## config.mk

```make
export PLATFORM = sky130hd
export DESIGN_NAME = sac_adc_control
export DESIGN_NICKNAME = d
export VERILOG_FILES = /design/src/core/sac_conv_clock.v /design/src/core/sac_sar_reg.v /design/src/core/sac_adc_control.v
export VERILOG_INCLUDE_DIRS = /design/src /design/src/core
export SDC_FILE = /design/constraint.sdc
export NUM_CORES = 1
export LEC_CHECK = 0
export ABC_AREA = 1
export BUFFER_PORTS_ARGS = -buffer_cell sky130_fd_sc_hd__buf_2
export CAP_MARGIN = 5
export CORE_UTILIZATION = 53
export DETAILED_ROUTE_END_ITERATION = 16
export PLACE_DENSITY_LB_ADDON = 0.25
export SYNTH_ARGS = -nofsm -noshare
export SYNTH_HDL_FRONTEND = slang
export SYNTH_HIERARCHICAL = 1
export SYNTH_SLANG_ARGS = --single-unit
```

## constraint.sdc

```tcl
create_clock -name sys_clk -period 1.7 [get_ports sys_clk]
set_input_delay 0.34 -clock sys_clk [delete_from_list [all_inputs] [get_ports sys_clk]]
set_output_delay 0.34 -clock sys_clk [all_outputs]
set_load 0.02 [all_outputs]
```

## src/core/sac_regs.vh

```
// Register map, field positions, reset values and timing counts of the
// converter control block.
// Assumes a Wishbone slave with word-aligned registers: byte address is 4 x index.
`ifndef SAC_REGS_VH
`define SAC_REGS_VH

// ********************************************************************
// Register indices
// ********************************************************************
`define SAC_IDX_CTRL        6'h1F
`define SAC_IDX_RES_HIGH    6'h1E
`define SAC_IDX_RES_LOW     6'h20
`define SAC_IDX_PORT_CFG    6'h21
`define SAC_IDX_IRQ_STATUS  6'h22
`define SAC_IDX_IRQ_MASK    6'h23

// ********************************************************************
// Control register fields
// ********************************************************************
`define SAC_CTRL_CLK_HI     7
`define SAC_CTRL_CLK_LO     6
`define SAC_CTRL_CHAN_HI    5
`define SAC_CTRL_CHAN_LO    3
`define SAC_CTRL_GO         2
`define SAC_CTRL_ON         0
`define SAC_CTRL_RESET      8'h00

// ********************************************************************
// Port configuration fields
// ********************************************************************
`define SAC_PCFG_REFH       8
`define SAC_PCFG_REFL       9
`define SAC_PCFG_RESET      10'h000
`define SAC_REFH_PIN        3
`define SAC_REFL_PIN        2

// ********************************************************************
// Interrupt fields
// ********************************************************************
`define SAC_IRQ_DONE        0
`define SAC_IRQ_RESET       1'h0

// ********************************************************************
// Conversion clock and sequence counts
// ********************************************************************
`define SAC_CLK_FOSC2       2'h0
`define SAC_CLK_FOSC8       2'h1
`define SAC_CLK_FOSC32      2'h2
`define SAC_CLK_RC          2'h3
`define SAC_DIV_FOSC2       6'h02
`define SAC_DIV_FOSC8       6'h08
`define SAC_DIV_FOSC32      6'h20
`define SAC_SETUP_TADS      2'h1
`define SAC_HOLDOFF_TADS    2'h2
`define SAC_RES_BITS        10

`endif

```

## src/core/sac_conv_clock.v

```verilog
// Conversion clock period generator: one-cycle tick per conversion clock period.
// Assumes the RC oscillator tick arrives synchronous to sys_clk.
`timescale 1ns/1ps
`include "sac_regs.vh"

module sac_conv_clock (
    input  wire       sys_clk,
    input  wire       rst,
    input  wire       run,
    input  wire [1:0] clkSel,
    input  wire       rcTick,
    input  wire       sleepMode,
    output reg        tadTick
);
    reg  [5:0] divCount;
    wire [5:0] divLimit;

    assign divLimit = (clkSel == `SAC_CLK_FOSC2) ? `SAC_DIV_FOSC2 :
                      (clkSel == `SAC_CLK_FOSC8) ? `SAC_DIV_FOSC8 : `SAC_DIV_FOSC32;

    always @(posedge sys_clk) begin
        if (rst || !run) begin
            divCount <= 6'h00;
            tadTick  <= 1'b0;
        end else if (clkSel == `SAC_CLK_RC) begin
            // RC source keeps running in sleep
            divCount <= 6'h00;
            tadTick  <= rcTick;
        end else if (sleepMode) begin
            // System oscillator is stopped while asleep
            divCount <= 6'h00;
            tadTick  <= 1'b0;
        end else if (divCount == divLimit - 6'h01) begin
            divCount <= 6'h00;
            tadTick  <= 1'b1;
        end else begin
            divCount <= divCount + 6'h01;
            tadTick  <= 1'b0;
        end
    end
endmodule

```

## src/core/sac_sar_reg.v

```verilog
// Successive approximation register: one bit trial per step, MSB first.
// Assumes compIn is high when the held input is at or above the DAC level.
`timescale 1ns/1ps

module sac_sar_reg #(
    parameter RES = 10
) (
    input  wire           sys_clk,
    input  wire           rst,
    input  wire           start,
    input  wire           abort,
    input  wire           step,
    input  wire           compIn,
    output reg  [RES-1:0] dacCode,
    output reg  [RES-1:0] result,
    output reg            done
);
    reg  [RES-1:0] trialBit;
    reg            busy;
    wire [RES-1:0] keep;

    assign keep = compIn ? dacCode : (dacCode & ~trialBit);

    always @(posedge sys_clk) begin
        if (rst || abort) begin
            trialBit <= {RES{1'b0}};
            dacCode  <= {RES{1'b0}};
            busy     <= 1'b0;
            done     <= 1'b0;
            if (rst)
                result <= {RES{1'b0}};
        end else begin
            done <= 1'b0;
            if (start) begin
                trialBit <= {1'b1, {(RES-1){1'b0}}};
                dacCode  <= {1'b1, {(RES-1){1'b0}}};
                busy     <= 1'b1;
            end else if (busy && step) begin
                trialBit <= trialBit >> 1;
                if (trialBit[0]) begin
                    dacCode <= keep;
                    result  <= keep;
                    busy    <= 1'b0;
                    done    <= 1'b1;
                end else begin
                    dacCode <= keep | (trialBit >> 1);
                end
            end
        end
    end
endmodule

```

## src/core/sac_adc_control.v

```verilog
// Control block of a 10-bit successive approximation converter, Wishbone slave.
// Assumes an external sample-hold, DAC and comparator that follow the outputs below.
//
// What this block does
// - Each conversion produces a 10-bit unsigned result by successive approximation.
// - Eight analog inputs exist, or five on the small variant (NUM_CH parameter).
// - Conversions continue in sleep only when the internal RC clock is selected.
// - Clock select bits 7-6 pick osc/2, osc/8, osc/32 or the internal RC clock.
// - Channel select bits 5-3 route channel 0 to 7 to the sample-hold stage.
// - Writing 1 to go/done while on starts a conversion; hardware clears it at the end.
// - The module-on bit 0 enables the converter; when 0 it is shut off.
// - The port configuration register makes each shared pin analog or digital.
// - High and low references are chosen from the supply rails or two reference pins.
// - The result is read through a high-part and a low-part register.
// - Two conversion clock periods with the hold capacitor disconnected follow a result.
//
// Added by the designer: register access over Wishbone.
`timescale 1ns/1ps
`include "sac_regs.vh"

module sac_adc_control #(
    parameter NUM_CH = 8
) (
    input  wire              sys_clk,
    input  wire              rst,
    input  wire              cyc_i,
    input  wire              stb_i,
    input  wire              we_i,
    input  wire [7:0]        adr_i,
    input  wire [3:0]        sel_i,
    input  wire [31:0]       dat_i,
    output reg  [31:0]       dat_o,
    output reg               ack_o,
    input  wire              compIn,
    input  wire              rcTick,
    input  wire              sleepMode,
    output reg  [2:0]        analogChannel,
    output reg               holdConnect,
    output reg               converterEnable,
    output wire [9:0]        dacCode,
    output reg  [NUM_CH-1:0] pinAnalog,
    output reg               refHighFromPin,
    output reg               refLowFromPin,
    output wire              irq
);
    // ****************************************************************
    // Sequencer states
    // ****************************************************************
    localparam [1:0] ST_IDLE  = 2'h0;
    localparam [1:0] ST_SETUP = 2'h1;
    localparam [1:0] ST_CONV  = 2'h2;
    localparam [1:0] ST_HOLD  = 2'h3;
    localparam [7:0] CTRL_RST = `SAC_CTRL_RESET;

    // ****************************************************************
    // Register storage
    // ****************************************************************
    reg  [1:0]  clkSel;
    reg  [2:0]  chanSel;
    reg         goFlag;
    reg         moduleOn;
    reg  [9:0]  portCfg;
    reg  [9:0]  resultReg;
    reg         irqStatus;
    reg         irqMask;
    reg  [1:0]  state;
    reg  [1:0]  tadCount;
    reg         sarStart;

    wire        tadTick;
    wire [9:0]  sarResult;
    wire        sarDone;
    wire [5:0]  regIdx;
    wire        busReq;
    wire        wrLow;
    wire        wrByte1;
    wire        rdStrobe;
    wire        goWrite;
    wire [7:0]  ctrlView;

    assign regIdx   = adr_i[7:2];
    assign busReq   = cyc_i && stb_i && !ack_o;
    assign wrLow    = busReq && we_i && sel_i[0];
    assign wrByte1  = busReq && we_i && sel_i[1];
    assign rdStrobe = busReq && !we_i;
    // Go is only taken while the module is already on
    assign goWrite  = wrLow && (regIdx == `SAC_IDX_CTRL) && dat_i[`SAC_CTRL_GO] && moduleOn;
    // Bit 1 is tied low
    assign ctrlView = {clkSel, chanSel, goFlag, 1'b0, moduleOn};

    // ****************************************************************
    // Conversion clock and approximation register
    // ****************************************************************
    sac_conv_clock u_clock (
        .sys_clk   (sys_clk),
        .rst       (rst),
        .run       (moduleOn),
        .clkSel    (clkSel),
        .rcTick    (rcTick),
        .sleepMode (sleepMode),
        .tadTick   (tadTick)
    );

    sac_sar_reg #(
        .RES (`SAC_RES_BITS)
    ) u_sar (
        .sys_clk (sys_clk),
        .rst     (rst),
        .start   (sarStart),
        .abort   (!moduleOn),
        .step    (tadTick),
        .compIn  (compIn),
        .dacCode (dacCode),
        .result  (sarResult),
        .done    (sarDone)
    );

    // ****************************************************************
    // Control register
    // ****************************************************************
    always @(posedge sys_clk) begin
        if (rst) begin
            clkSel   <= CTRL_RST[`SAC_CTRL_CLK_HI:`SAC_CTRL_CLK_LO];
            chanSel  <= CTRL_RST[`SAC_CTRL_CHAN_HI:`SAC_CTRL_CHAN_LO];
            goFlag   <= 1'b0;
            moduleOn <= 1'b0;
        end else begin
            if (wrLow && (regIdx == `SAC_IDX_CTRL)) begin
                clkSel   <= dat_i[`SAC_CTRL_CLK_HI:`SAC_CTRL_CLK_LO];
                chanSel  <= dat_i[`SAC_CTRL_CHAN_HI:`SAC_CTRL_CHAN_LO];
                moduleOn <= dat_i[`SAC_CTRL_ON];
            end
            // A new start written in the end cycle wins over the clear
            if (goWrite)
                goFlag <= 1'b1;
            else if (sarDone || !moduleOn)
                goFlag <= 1'b0;
        end
    end

    // ****************************************************************
    // Port configuration and reference selection
    // ****************************************************************
    always @(posedge sys_clk) begin
        if (rst) begin
            portCfg <= `SAC_PCFG_RESET;
        end else begin
            if (wrLow && (regIdx == `SAC_IDX_PORT_CFG))
                portCfg[7:0] <= dat_i[7:0];
            if (wrByte1 && (regIdx == `SAC_IDX_PORT_CFG))
                portCfg[9:8] <= dat_i[9:8];
        end
    end

    genvar p;
    generate
        for (p = 0; p < NUM_CH; p = p + 1) begin : g_pin
            always @(posedge sys_clk) begin
                if (rst)
                    pinAnalog[p] <= 1'b0;
                else if (p == `SAC_REFH_PIN && portCfg[`SAC_PCFG_REFH])
                    pinAnalog[p] <= 1'b1;
                else if (p == `SAC_REFL_PIN && portCfg[`SAC_PCFG_REFL])
                    pinAnalog[p] <= 1'b1;
                else
                    pinAnalog[p] <= portCfg[p];
            end
        end
    endgenerate

    always @(posedge sys_clk) begin
        if (rst) begin
            refHighFromPin  <= 1'b0;
            refLowFromPin   <= 1'b0;
            converterEnable <= 1'b0;
            analogChannel   <= 3'h0;
        end else begin
            refHighFromPin  <= portCfg[`SAC_PCFG_REFH];
            refLowFromPin   <= portCfg[`SAC_PCFG_REFL];
            converterEnable <= moduleOn;
            // Channels past NUM_CH fall back to channel 0 on the small variant
            if ({1'b0, chanSel} < NUM_CH)
                analogChannel <= chanSel;
            else
                analogChannel <= 3'h0;
        end
    end

    // ****************************************************************
    // Conversion sequencer
    // ****************************************************************
    // Software owns the acquisition wait: holdConnect rises in idle and the
    // sequence starts as soon as go is seen, with no hardware settling time.
    always @(posedge sys_clk) begin
        if (rst || !moduleOn) begin
            state       <= ST_IDLE;
            tadCount    <= 2'h0;
            holdConnect <= 1'b0;
            sarStart    <= 1'b0;
        end else begin
            sarStart <= 1'b0;
            case (state)
                ST_IDLE: begin
                    holdConnect <= 1'b1;
                    if (goFlag) begin
                        holdConnect <= 1'b0;
                        tadCount    <= 2'h0;
                        state       <= ST_SETUP;
                    end
                end
                ST_SETUP: begin
                    if (tadTick) begin
                        if (tadCount == `SAC_SETUP_TADS - 2'h1) begin
                            sarStart <= 1'b1;
                            state    <= ST_CONV;
                        end
                        tadCount <= tadCount + 2'h1;
                    end
                end
                ST_CONV: begin
                    if (sarDone) begin
                        tadCount <= 2'h0;
                        state    <= ST_HOLD;
                    end
                end
                ST_HOLD: begin
                    // Capacitor stays cut off for the whole wait
                    holdConnect <= 1'b0;
                    if (tadTick) begin
                        if (tadCount == `SAC_HOLDOFF_TADS - 2'h1)
                            state <= ST_IDLE;
                        tadCount <= tadCount + 2'h1;
                    end
                end
                default: begin
                    state <= ST_IDLE;
                end
            endcase
        end
    end

    // ****************************************************************
    // Result and interrupt registers
    // ****************************************************************
    always @(posedge sys_clk) begin
        if (rst)
            resultReg <= 10'h000;
        else if (sarDone && moduleOn)
            resultReg <= sarResult;
    end

    always @(posedge sys_clk) begin
        if (rst) begin
            irqStatus <= `SAC_IRQ_RESET;
            irqMask   <= `SAC_IRQ_RESET;
        end else begin
            // A completion in the read cycle survives the read clear
            if (sarDone && moduleOn)
                irqStatus <= 1'b1;
            else if (rdStrobe && (regIdx == `SAC_IDX_IRQ_STATUS))
                irqStatus <= 1'b0;
            if (wrLow && (regIdx == `SAC_IDX_IRQ_MASK))
                irqMask <= dat_i[`SAC_IRQ_DONE];
        end
    end

    assign irq = irqStatus && irqMask;

    // ****************************************************************
    // Wishbone slave: one wait state, every access acknowledged
    // ****************************************************************
    always @(posedge sys_clk) begin
        if (rst) begin
            ack_o <= 1'b0;
            dat_o <= 32'h0000_0000;
        end else begin
            ack_o <= busReq;
            if (rdStrobe) begin
                if (regIdx == `SAC_IDX_CTRL)
                    dat_o <= {24'h00_0000, ctrlView};
                else if (regIdx == `SAC_IDX_RES_HIGH)
                    dat_o <= {30'h0000_0000, resultReg[9:8]};
                else if (regIdx == `SAC_IDX_RES_LOW)
                    dat_o <= {24'h00_0000, resultReg[7:0]};
                else if (regIdx == `SAC_IDX_PORT_CFG)
                    dat_o <= {22'h00_0000, portCfg};
                else if (regIdx == `SAC_IDX_IRQ_STATUS)
                    dat_o <= {31'h0000_0000, irqStatus};
                else if (regIdx == `SAC_IDX_IRQ_MASK)
                    dat_o <= {31'h0000_0000, irqMask};
                else
                    dat_o <= 32'h0000_0000;
            end
        end
    end
endmodule

```

==> metrics.json, run 1 <==
{
  "outcome": {"value": "finished clean"},
  "worstSetupStartpoint": {"value": "u_clock/tadTick$_SDFF_PP0_"},
  "finalHoldViolCount": {"value": 0},
  "design.final.nets": {"value": 661},
  "crit_path_start_kind": {"value": "flip-flop"},
  "cts_htree_levels": {"value": 3},
  "worstHoldPathType": {"value": "in -> reg"},
  "grt_max_degree": {"value": 31},
  "final_power": {"value": 4.08, "unit": "mW"},
  "core_area": {"value": 7810, "unit": "sq um"},
  "final_min_period_over_clock_period": {"value": 86.2, "unit": "%"},
  "crit_path_end": {"value": "u_sar/result[7]$_SDFFCE_PP0P_"},
  "hold_depth": {"value": 3},
  "synth-warning-count": {"value": 6},
  "crit_required": {"value": 1780, "unit": "ps"},
  "p_leak": {"value": 1.98, "unit": "nW"},
  "grt_setup_unrepaired": {"value": "no"},
  "ir_drop": {"value": 0.435, "unit": "mV"},
  "worstReg2RegEnd": {"value": "u_sar/result[7]$_SDFFCE_PP0P_"},
  "drt_pass1_iterations": {"value": 4},
  "synth_area": {"value": 4340, "unit": "sq um"},
  "drive_gt1_share": {"value": 21.7, "unit": "%"},
  "finalWorstSetupSlack": {"value": 234, "unit": "ps"},
  "yosys.cell_types.count": {"value": 43},
  "ys_seq_area_share": {"value": 47.9, "unit": "%"},
  "global_route_wire_length_before_repair": {"value": 14200, "unit": "microns"},
  "finalCriticalPeriod": {"value": 1470, "unit": "ps"},
  "timing.setup.critical_path_class": {"value": "reg -> reg"},
  "ctsRootBufferMaster": {"value": "clkbuf_8"},
  "ctsLongestPathBuffers": {"value": 2},
  "gp_congestion": {"value": 0.833},
  "fin_setup_tns": {"value": 0, "unit": "ps"},
  "critPathCaptureType": {"value": "flip-flop"},
  "achievable-frequency": {"value": 682, "unit": "MHz"},
  "timing.final.max_slew_violations": {"value": 0},
  "dieArea": {"value": 8560, "unit": "sq um"},
  "worst-r2r-setup-slack": {"value": 230, "unit": "ps"},
  "top_level_ports": {"value": 111},
  "async_flop_share": {"value": 0, "unit": "%"},
  "postRouteAntennaNets": {"value": 0},
  "cts.sink_count": {"value": 99},
  "first_global_vias": {"value": 3172},
  "dp.final_hpwl": {"value": 6190, "unit": "microns"},
  "avgViaCountPerCell": {"value": 4.89},
  "cap_viol_max_count": {"value": 0},
  "netlist_instances": {"value": 537},
  "cts_hold_buf": {"value": 0},
  "cts_setup_buffers": {"value": 0},
  "final_core_utilization": {"value": 62.2, "unit": "%"},
  "floorplan.die.width": {"value": 92.5, "unit": "microns"},
  "dp_slack": {"value": 193, "unit": "ps"},
  "initialDrtViolationCount": {"value": 189},
  "finalWirelength": {"value": 8520, "unit": "microns"},
  "initial_core_util": {"value": 55.6, "unit": "%"},
  "report.final.setup_viol": {"value": 0},
  "synthToLayoutAreaGrowth": {"value": 11.9, "unit": "%"},
  "antenna-diode-count": {"value": 0},
  "track_usage": {"value": 20.8, "unit": "%"},
  "finalClockSkew": {"value": 9.49, "unit": "ps"},
  "routed_wire_length_per_instance": {"value": 12.0, "unit": "microns"},
  "detailroute.via_count": {"value": 3467},
  "power.density_cell_area": {"value": 839, "unit": "nW/um^2"},
  "core.rowCount": {"value": 32},
  "antenna_found_initial": {"value": 0},
  "depth_of_the_worst_register_to_register_path": {"value": 5},
  "timing.rr.start": {"value": "u_clock/tadTick$_SDFF_PP0_"},
  "synth-seq-cells": {"value": 99},
  "fp.dieH": {"value": 92.5, "unit": "microns"},
  "globalRoute.totalOverflow": {"value": 0},
  "critPathMaxFanout": {"value": 19},
  "inserted_clock_buffers": {"value": 9},
  "synth.avg_cell_area": {"value": 8.09, "unit": "sq um"},
  "postCtsResizedCells": {"value": 0},
  "cts_tree": {"value": "built"},
  "leading_register_cell_type_out_of_synthesis": {"value": "dfxtp_1"},
  "synth_edf_count": {"value": 10},
  "drc": {"value": 0},
  "numPortBuffers": {"value": 62},
  "worst_ep_arrival_time": {"value": 1540, "unit": "ps"},
  "insertion_delay": {"value": 370, "unit": "ps"},
  "cts.clk_slew.worst_paths": {"value": 110, "unit": "ps"}
}
[cell type report]
| type | instances | area, sq um |
|---|---|---|
| tap | 102 | 128 |
| timing repair buffer | 68 | 368 |
| inverter | 62 | 238 |
| fill | 697 | 2950 |
| sequential | 99 | 2080 |
| multi-input combinational | 362 | 1850 |
| clock inverter | 7 | 71.3 |
| clock buffer | 9 | 124 |
[cells in the final DEF (no fill, tap or decap), types with 2 or more instances in the layout]
cell      netlist  final
nand3_1        10     10
nand2_1       101    101
nor2_4          5      5
nor2_2         12     12
a21oi_1        34     34
buf_2           2     62
nor3_1          7      7
conb_1          1     22
inv_2           6      6
dfxtp_1        89     89
clkinv_4        0      4
buf_4          25      5
nor2_1         79     79
o21ai_1         3      3
a21oi_2        10     10
clkbuf_8        0      9
xor2_1          2      2
nand4_1         4      4
inv_1          53     53
nand2_2         2      2
o21ai_0        38     38
inv_6           1      2
a41oi_1         5      5
ha_1            7      7
a22oi_1         2      2
edfxtp_1       10     10
nand2_4         5      5
clkinv_1        2      2
o31ai_1         2      2
[per-stage QoR]
step | instance area, sq um | std cells | hold slack (ps)
final | 4860 | 709 | 199
after global routing | 4860 | 709 | 212
after CTS | 4860 | 709 | 185
after detailed placement | 4660 | 693 | 439
after global placement | 4660 | 693 | 437
after floorplan | 4420 | 558 | 409
[synth_stat cells (all sizes together) (2+ instances only)]
library cell  number  area share [%]
nand2            108              10
nor2              96             9.9
dfxtp             89              41
inv               60             5.3
a21oi             44             5.9
o21ai             42             4.9
buf               31             5.5
nand3             11             1.6
edfxtp            10             6.9
nor3               9             1.4
ha                 7             2.0
a41oi              5             1.0
nand4              5            0.86
clkbuf             4            0.35
a22oi              2            0.35
clkinv             2            0.17
o21bai             2            0.43
o31ai              2            0.35
xor2               2            0.40
[critical path, stage by stage (launching register included)]
cell and delay (ps):
dfxtp_1 430, nand2_4 160, inv_6 180, nand2_4 80, o21bai_2 130, buf_4 200
[metal layers]
metal  GRT usage (%)  vias up  share of wire [%]
li1                -     1807                  -
met1            26.5     1569                 48
met2            35.4       81                 47
met3            3.28       10                4.1
met4            7.94        0                1.5
met5               0        -                  0
[registers in the layout, indices dropped and copies added (netlist names), 2 cells and up]
name / flops
portCfg: 10
u_sar/dacCode: 10
u_sar/result: 10
pinAnalog: 8
state: 2
dat_o: 10
u_clock/divCount: 6
chanSel: 3
clkSel: 2
u_sar/trialBit: 10
analogChannel: 3
tadCount: 2
resultReg: 10
[worst min-delay path by stage]
stage	endpoint	startpoint
after floorplan	u_sar/done$_SDFF_PP0_	rst
after global placement	pinAnalog[0]$_SDFF_PP0_	portCfg[0]$_SDFFE_PP0P_
after detailed placement	analogChannel[1]$_SDFF_PP0_	chanSel[1]$_SDFFE_PP0P_
after CTS	portCfg[9]$_SDFFE_PP0P_	dat_i[9]
after global routing	portCfg[8]$_SDFFE_PP0P_	dat_i[8]
final	portCfg[9]$_SDFFE_PP0P_	dat_i[9]
[power by group]
| part | switching [mW] | total, mW | internal (mW) |
|---|---|---|---|
| sequential | 0.00800 | 2.38 | 2.38 |
| combinational | 0.154 | 0.213 | 0.0595 |
| clock | 0.908 | 1.48 | 0.571 |
| total | 1.07 | 4.08 | 3.01 |
[cell families (layout without fill, tap and decap cells)]
kind of cell               count (synthesis)  in the layout  share of synthesized area [%]
adders and majority gates                  7              7                           2.02
and+or+nand+nor                          230            230                           24.5
DFF                                       99             99                           47.9
other                                      1             22                         0.0863
AOI/OAI and AO/OA                        100            100                           13.5
buffers and inverters                     97            146                           11.3
xor gates and xnor gates                   3              3                          0.605
No activity file was read; power rests on OpenSTA's default activity.
==> run 2: changes to the inputs <==
BUFFER_PORTS_ARGS = -buffer_cell sky130_fd_sc_hd__buf_4   (was -buffer_cell sky130_fd_sc_hd__buf_2)
CORE_ASPECT_RATIO = 1.5   (was not set)
==> run 2 against run 1 <==
Effect of this change:
- first-iteration DRC count down 11%
- combinational power increased by 13%
- cell area rose by 5.7%
- sequential cell count unchanged
- fmax decreased by 0.91%
- sequential share of layout area decreased by 2.3 points
- worst setup slack got worse by 13 ps
- via count is 2.1% higher
- die area barely moved
- critical path type unchanged
- sequential power hardly changed
- clock skew down 2.5 ps
==> metrics.json, run 2 (synthesized netlist as in run 1, its figures left out) <==
{
  "cts_hold_buf": {"value": 0},
  "ir_drop": {"value": 0.546, "unit": "mV"},
  "grt_max_degree": {"value": 21},
  "dp_slack": {"value": 172, "unit": "ps"},
  "layout_commonest_cell": {"value": "nand2_1"},
  "initialDrtViolationCount": {"value": 169},
  "drc": {"value": 0},
  "drt_pass1_iterations": {"value": 4},
  "cts.sink_count": {"value": 99},
  "ctsLongestPathBuffers": {"value": 2},
  "routed_wire_length_per_instance": {"value": 12.5, "unit": "microns"},
  "cts_htree_levels": {"value": 3},
  "grt_setup_unrepaired": {"value": "no"},
  "core.rowCount": {"value": 40},
  "fp.dieH": {"value": 113, "unit": "microns"},
  "place_inst": {"value": 698},
  "critPathMaxFanout": {"value": 19},
  "cts_tree": {"value": "built"},
  "first_global_vias": {"value": 3237},
  "postRouteAntennaNets": {"value": 0},
  "finalWirelength": {"value": 8910, "unit": "microns"},
  "critPathCaptureType": {"value": "flip-flop"},
  "inserted_clock_buffers": {"value": 9},
  "global_route_wire_length_before_repair": {"value": 14900, "unit": "microns"},
  "finalCriticalPeriod": {"value": 1480, "unit": "ps"},
  "postCtsResizedCells": {"value": 0},
  "whs": {"value": 231, "unit": "ps"},
  "fin_area": {"value": 5130, "unit": "sq um"},
  "achievable-frequency": {"value": 676, "unit": "MHz"},
  "crit_slowest_cell": {"value": "dfxtp_1"},
  "number_of_non_filler_instances_in_the_completed_layout": {"value": 714},
  "power.density_cell_area": {"value": 888, "unit": "nW/um^2"},
  "cap_viol_max_count": {"value": 0},
  "fin_setup_tns": {"value": 0, "unit": "ps"},
  "antenna_found_initial": {"value": 0},
  "worstHoldPathType": {"value": "in -> reg"},
  "ctsRootBufferMaster": {"value": "clkbuf_16"},
  "insertion_delay": {"value": 350, "unit": "ps"},
  "grtUsageMet1": {"value": 23.9, "unit": "%"},
  "initial_core_util": {"value": 54.6, "unit": "%"},
  "timing.setup.critical_path_class": {"value": "reg -> reg"},
  "dpl-instance-area": {"value": 4850, "unit": "sq um"},
  "design.final.nets": {"value": 663},
  "crit_required": {"value": 1770, "unit": "ps"},
  "antenna-diode-count": {"value": 0},
  "worst_ep_arrival_time": {"value": 1550, "unit": "ps"},
  "top_level_ports": {"value": 111},
  "cts.clk_slew.worst_paths": {"value": 70, "unit": "ps"},
  "outcome": {"value": "finished clean"},
  "numPortBuffers": {"value": 62},
  "globalRoute.totalOverflow": {"value": 0},
  "core_area": {"value": 7960, "unit": "sq um"},
  "synthToLayoutAreaGrowth": {"value": 18.2, "unit": "%"},
  "finalWorstSetupSlack": {"value": 220, "unit": "ps"},
  "p_leak": {"value": 2.05, "unit": "nW"},
  "timing.final.max_slew_violations": {"value": 0},
  "grt.busiest_layer": {"value": "met2"},
  "avgViaCountPerCell": {"value": 4.96},
  "crit_path_start_kind": {"value": "flip-flop"},
  "track_usage": {"value": 22.3, "unit": "%"},
  "worstPathCellList": {"value": "nand2_4, inv_6, nand2_4, o21bai_2, buf_12"},
  "floorplan.die.width": {"value": 75.9, "unit": "microns"},
  "drive_gt1_share": {"value": 22.0, "unit": "%"},
  "detailroute.via_count": {"value": 3541},
  "mostFrequentLayoutCells": {"value": "nand2_1 (101), dfxtp_1 (89), nor2_1 (79)"},
  "grt_use_met3": {"value": 3.71, "unit": "%"},
  "dp.final_hpwl": {"value": 6540, "unit": "microns"},
  "critical_path.most_common_cell": {"value": "nand2_4"},
  "dieArea": {"value": 8570, "unit": "sq um"},
  "final_min_period_over_clock_period": {"value": 87.0, "unit": "%"},
  "cts_setup_buffers": {"value": 0},
  "finalHoldViolCount": {"value": 0},
  "grtUsageMet2": {"value": 41.0, "unit": "%"},
  "report.final.setup_viol": {"value": 0},
  "gp_congestion": {"value": 0.833},
  "timing.critical_path.slowest_cell_delay": {"value": 430, "unit": "ps"},
  "finalClockSkew": {"value": 6.97, "unit": "ps"}
}
==> run 2: cell types whose count changed in the layout (fill, tap and decap cells not counted), sizes merged <==
cell,before,now
clkinv,7,6
inv,62,63
buf,68,70
==> run 2: cell type report <==
type                    count  area, sq um
multi-input cells         362         1850
flip-flops and latches     99         2080
clock inverters             7         60.1
repair buffers             70          551
inverters                  62          238
well taps                 105          131
clock buffers               9          225
fillers                   681         2820
==> run 2: per-layer routing <==
| metal | vias up | routed length [microns] |
|---|---|---|
| li1 | 1805 | - |
| met5 | - | 0 |
| met3 | 18 | 393 |
| met4 | 0 | 248 |
| met2 | 110 | 4800 |
| met1 | 1608 | 3470 |
==> run 2: final timing paths <==
kind	startpoint	end	slack, ps	cells past startpoint
setup reg to reg	u_clock/tadTick$_SDFF_PP0_	u_sar/result[1]$_SDFFCE_PP0P_	220	5
hold / removal	dat_i[9]	portCfg[9]$_SDFFE_PP0P_	230	3
setup / recovery	u_clock/tadTick$_SDFF_PP0_	u_sar/result[1]$_SDFFCE_PP0P_	220	5
hold reg to reg	portCfg[4]$_SDFFE_PP0P_	pinAnalog[4]$_SDFF_PP0_	450	2
==> run 2: critical path: cells and delay by family, from the launching register on <==
| family | cells | cell delay, ps |
|---|---|---|
| and+or+nand+nor | 2 | 260 |
| buffers and inverters | 2 | 340 |
| DFF | 1 | 430 |
| AOI/OAI and AO/OA | 1 | 170 |
==> run 2: per-stage QoR <==
stage / util [%] / power [mW]
final: 64.5 / 4.56
after global routing: 64.5 / 4.74
after CTS: 64.5 / 4.59
after detailed placement: 60.9 / 2.68
after global placement: 60.9 / 2.67
after floorplan: - / 2.61
==> run 2: power by group <==
group          total (mW)  internal (mW)  switching [mW]
clock network        1.93           1.02           0.918
registers            2.38           2.38         0.00838
logic               0.241         0.0857           0.155
total                4.56           3.48            1.08
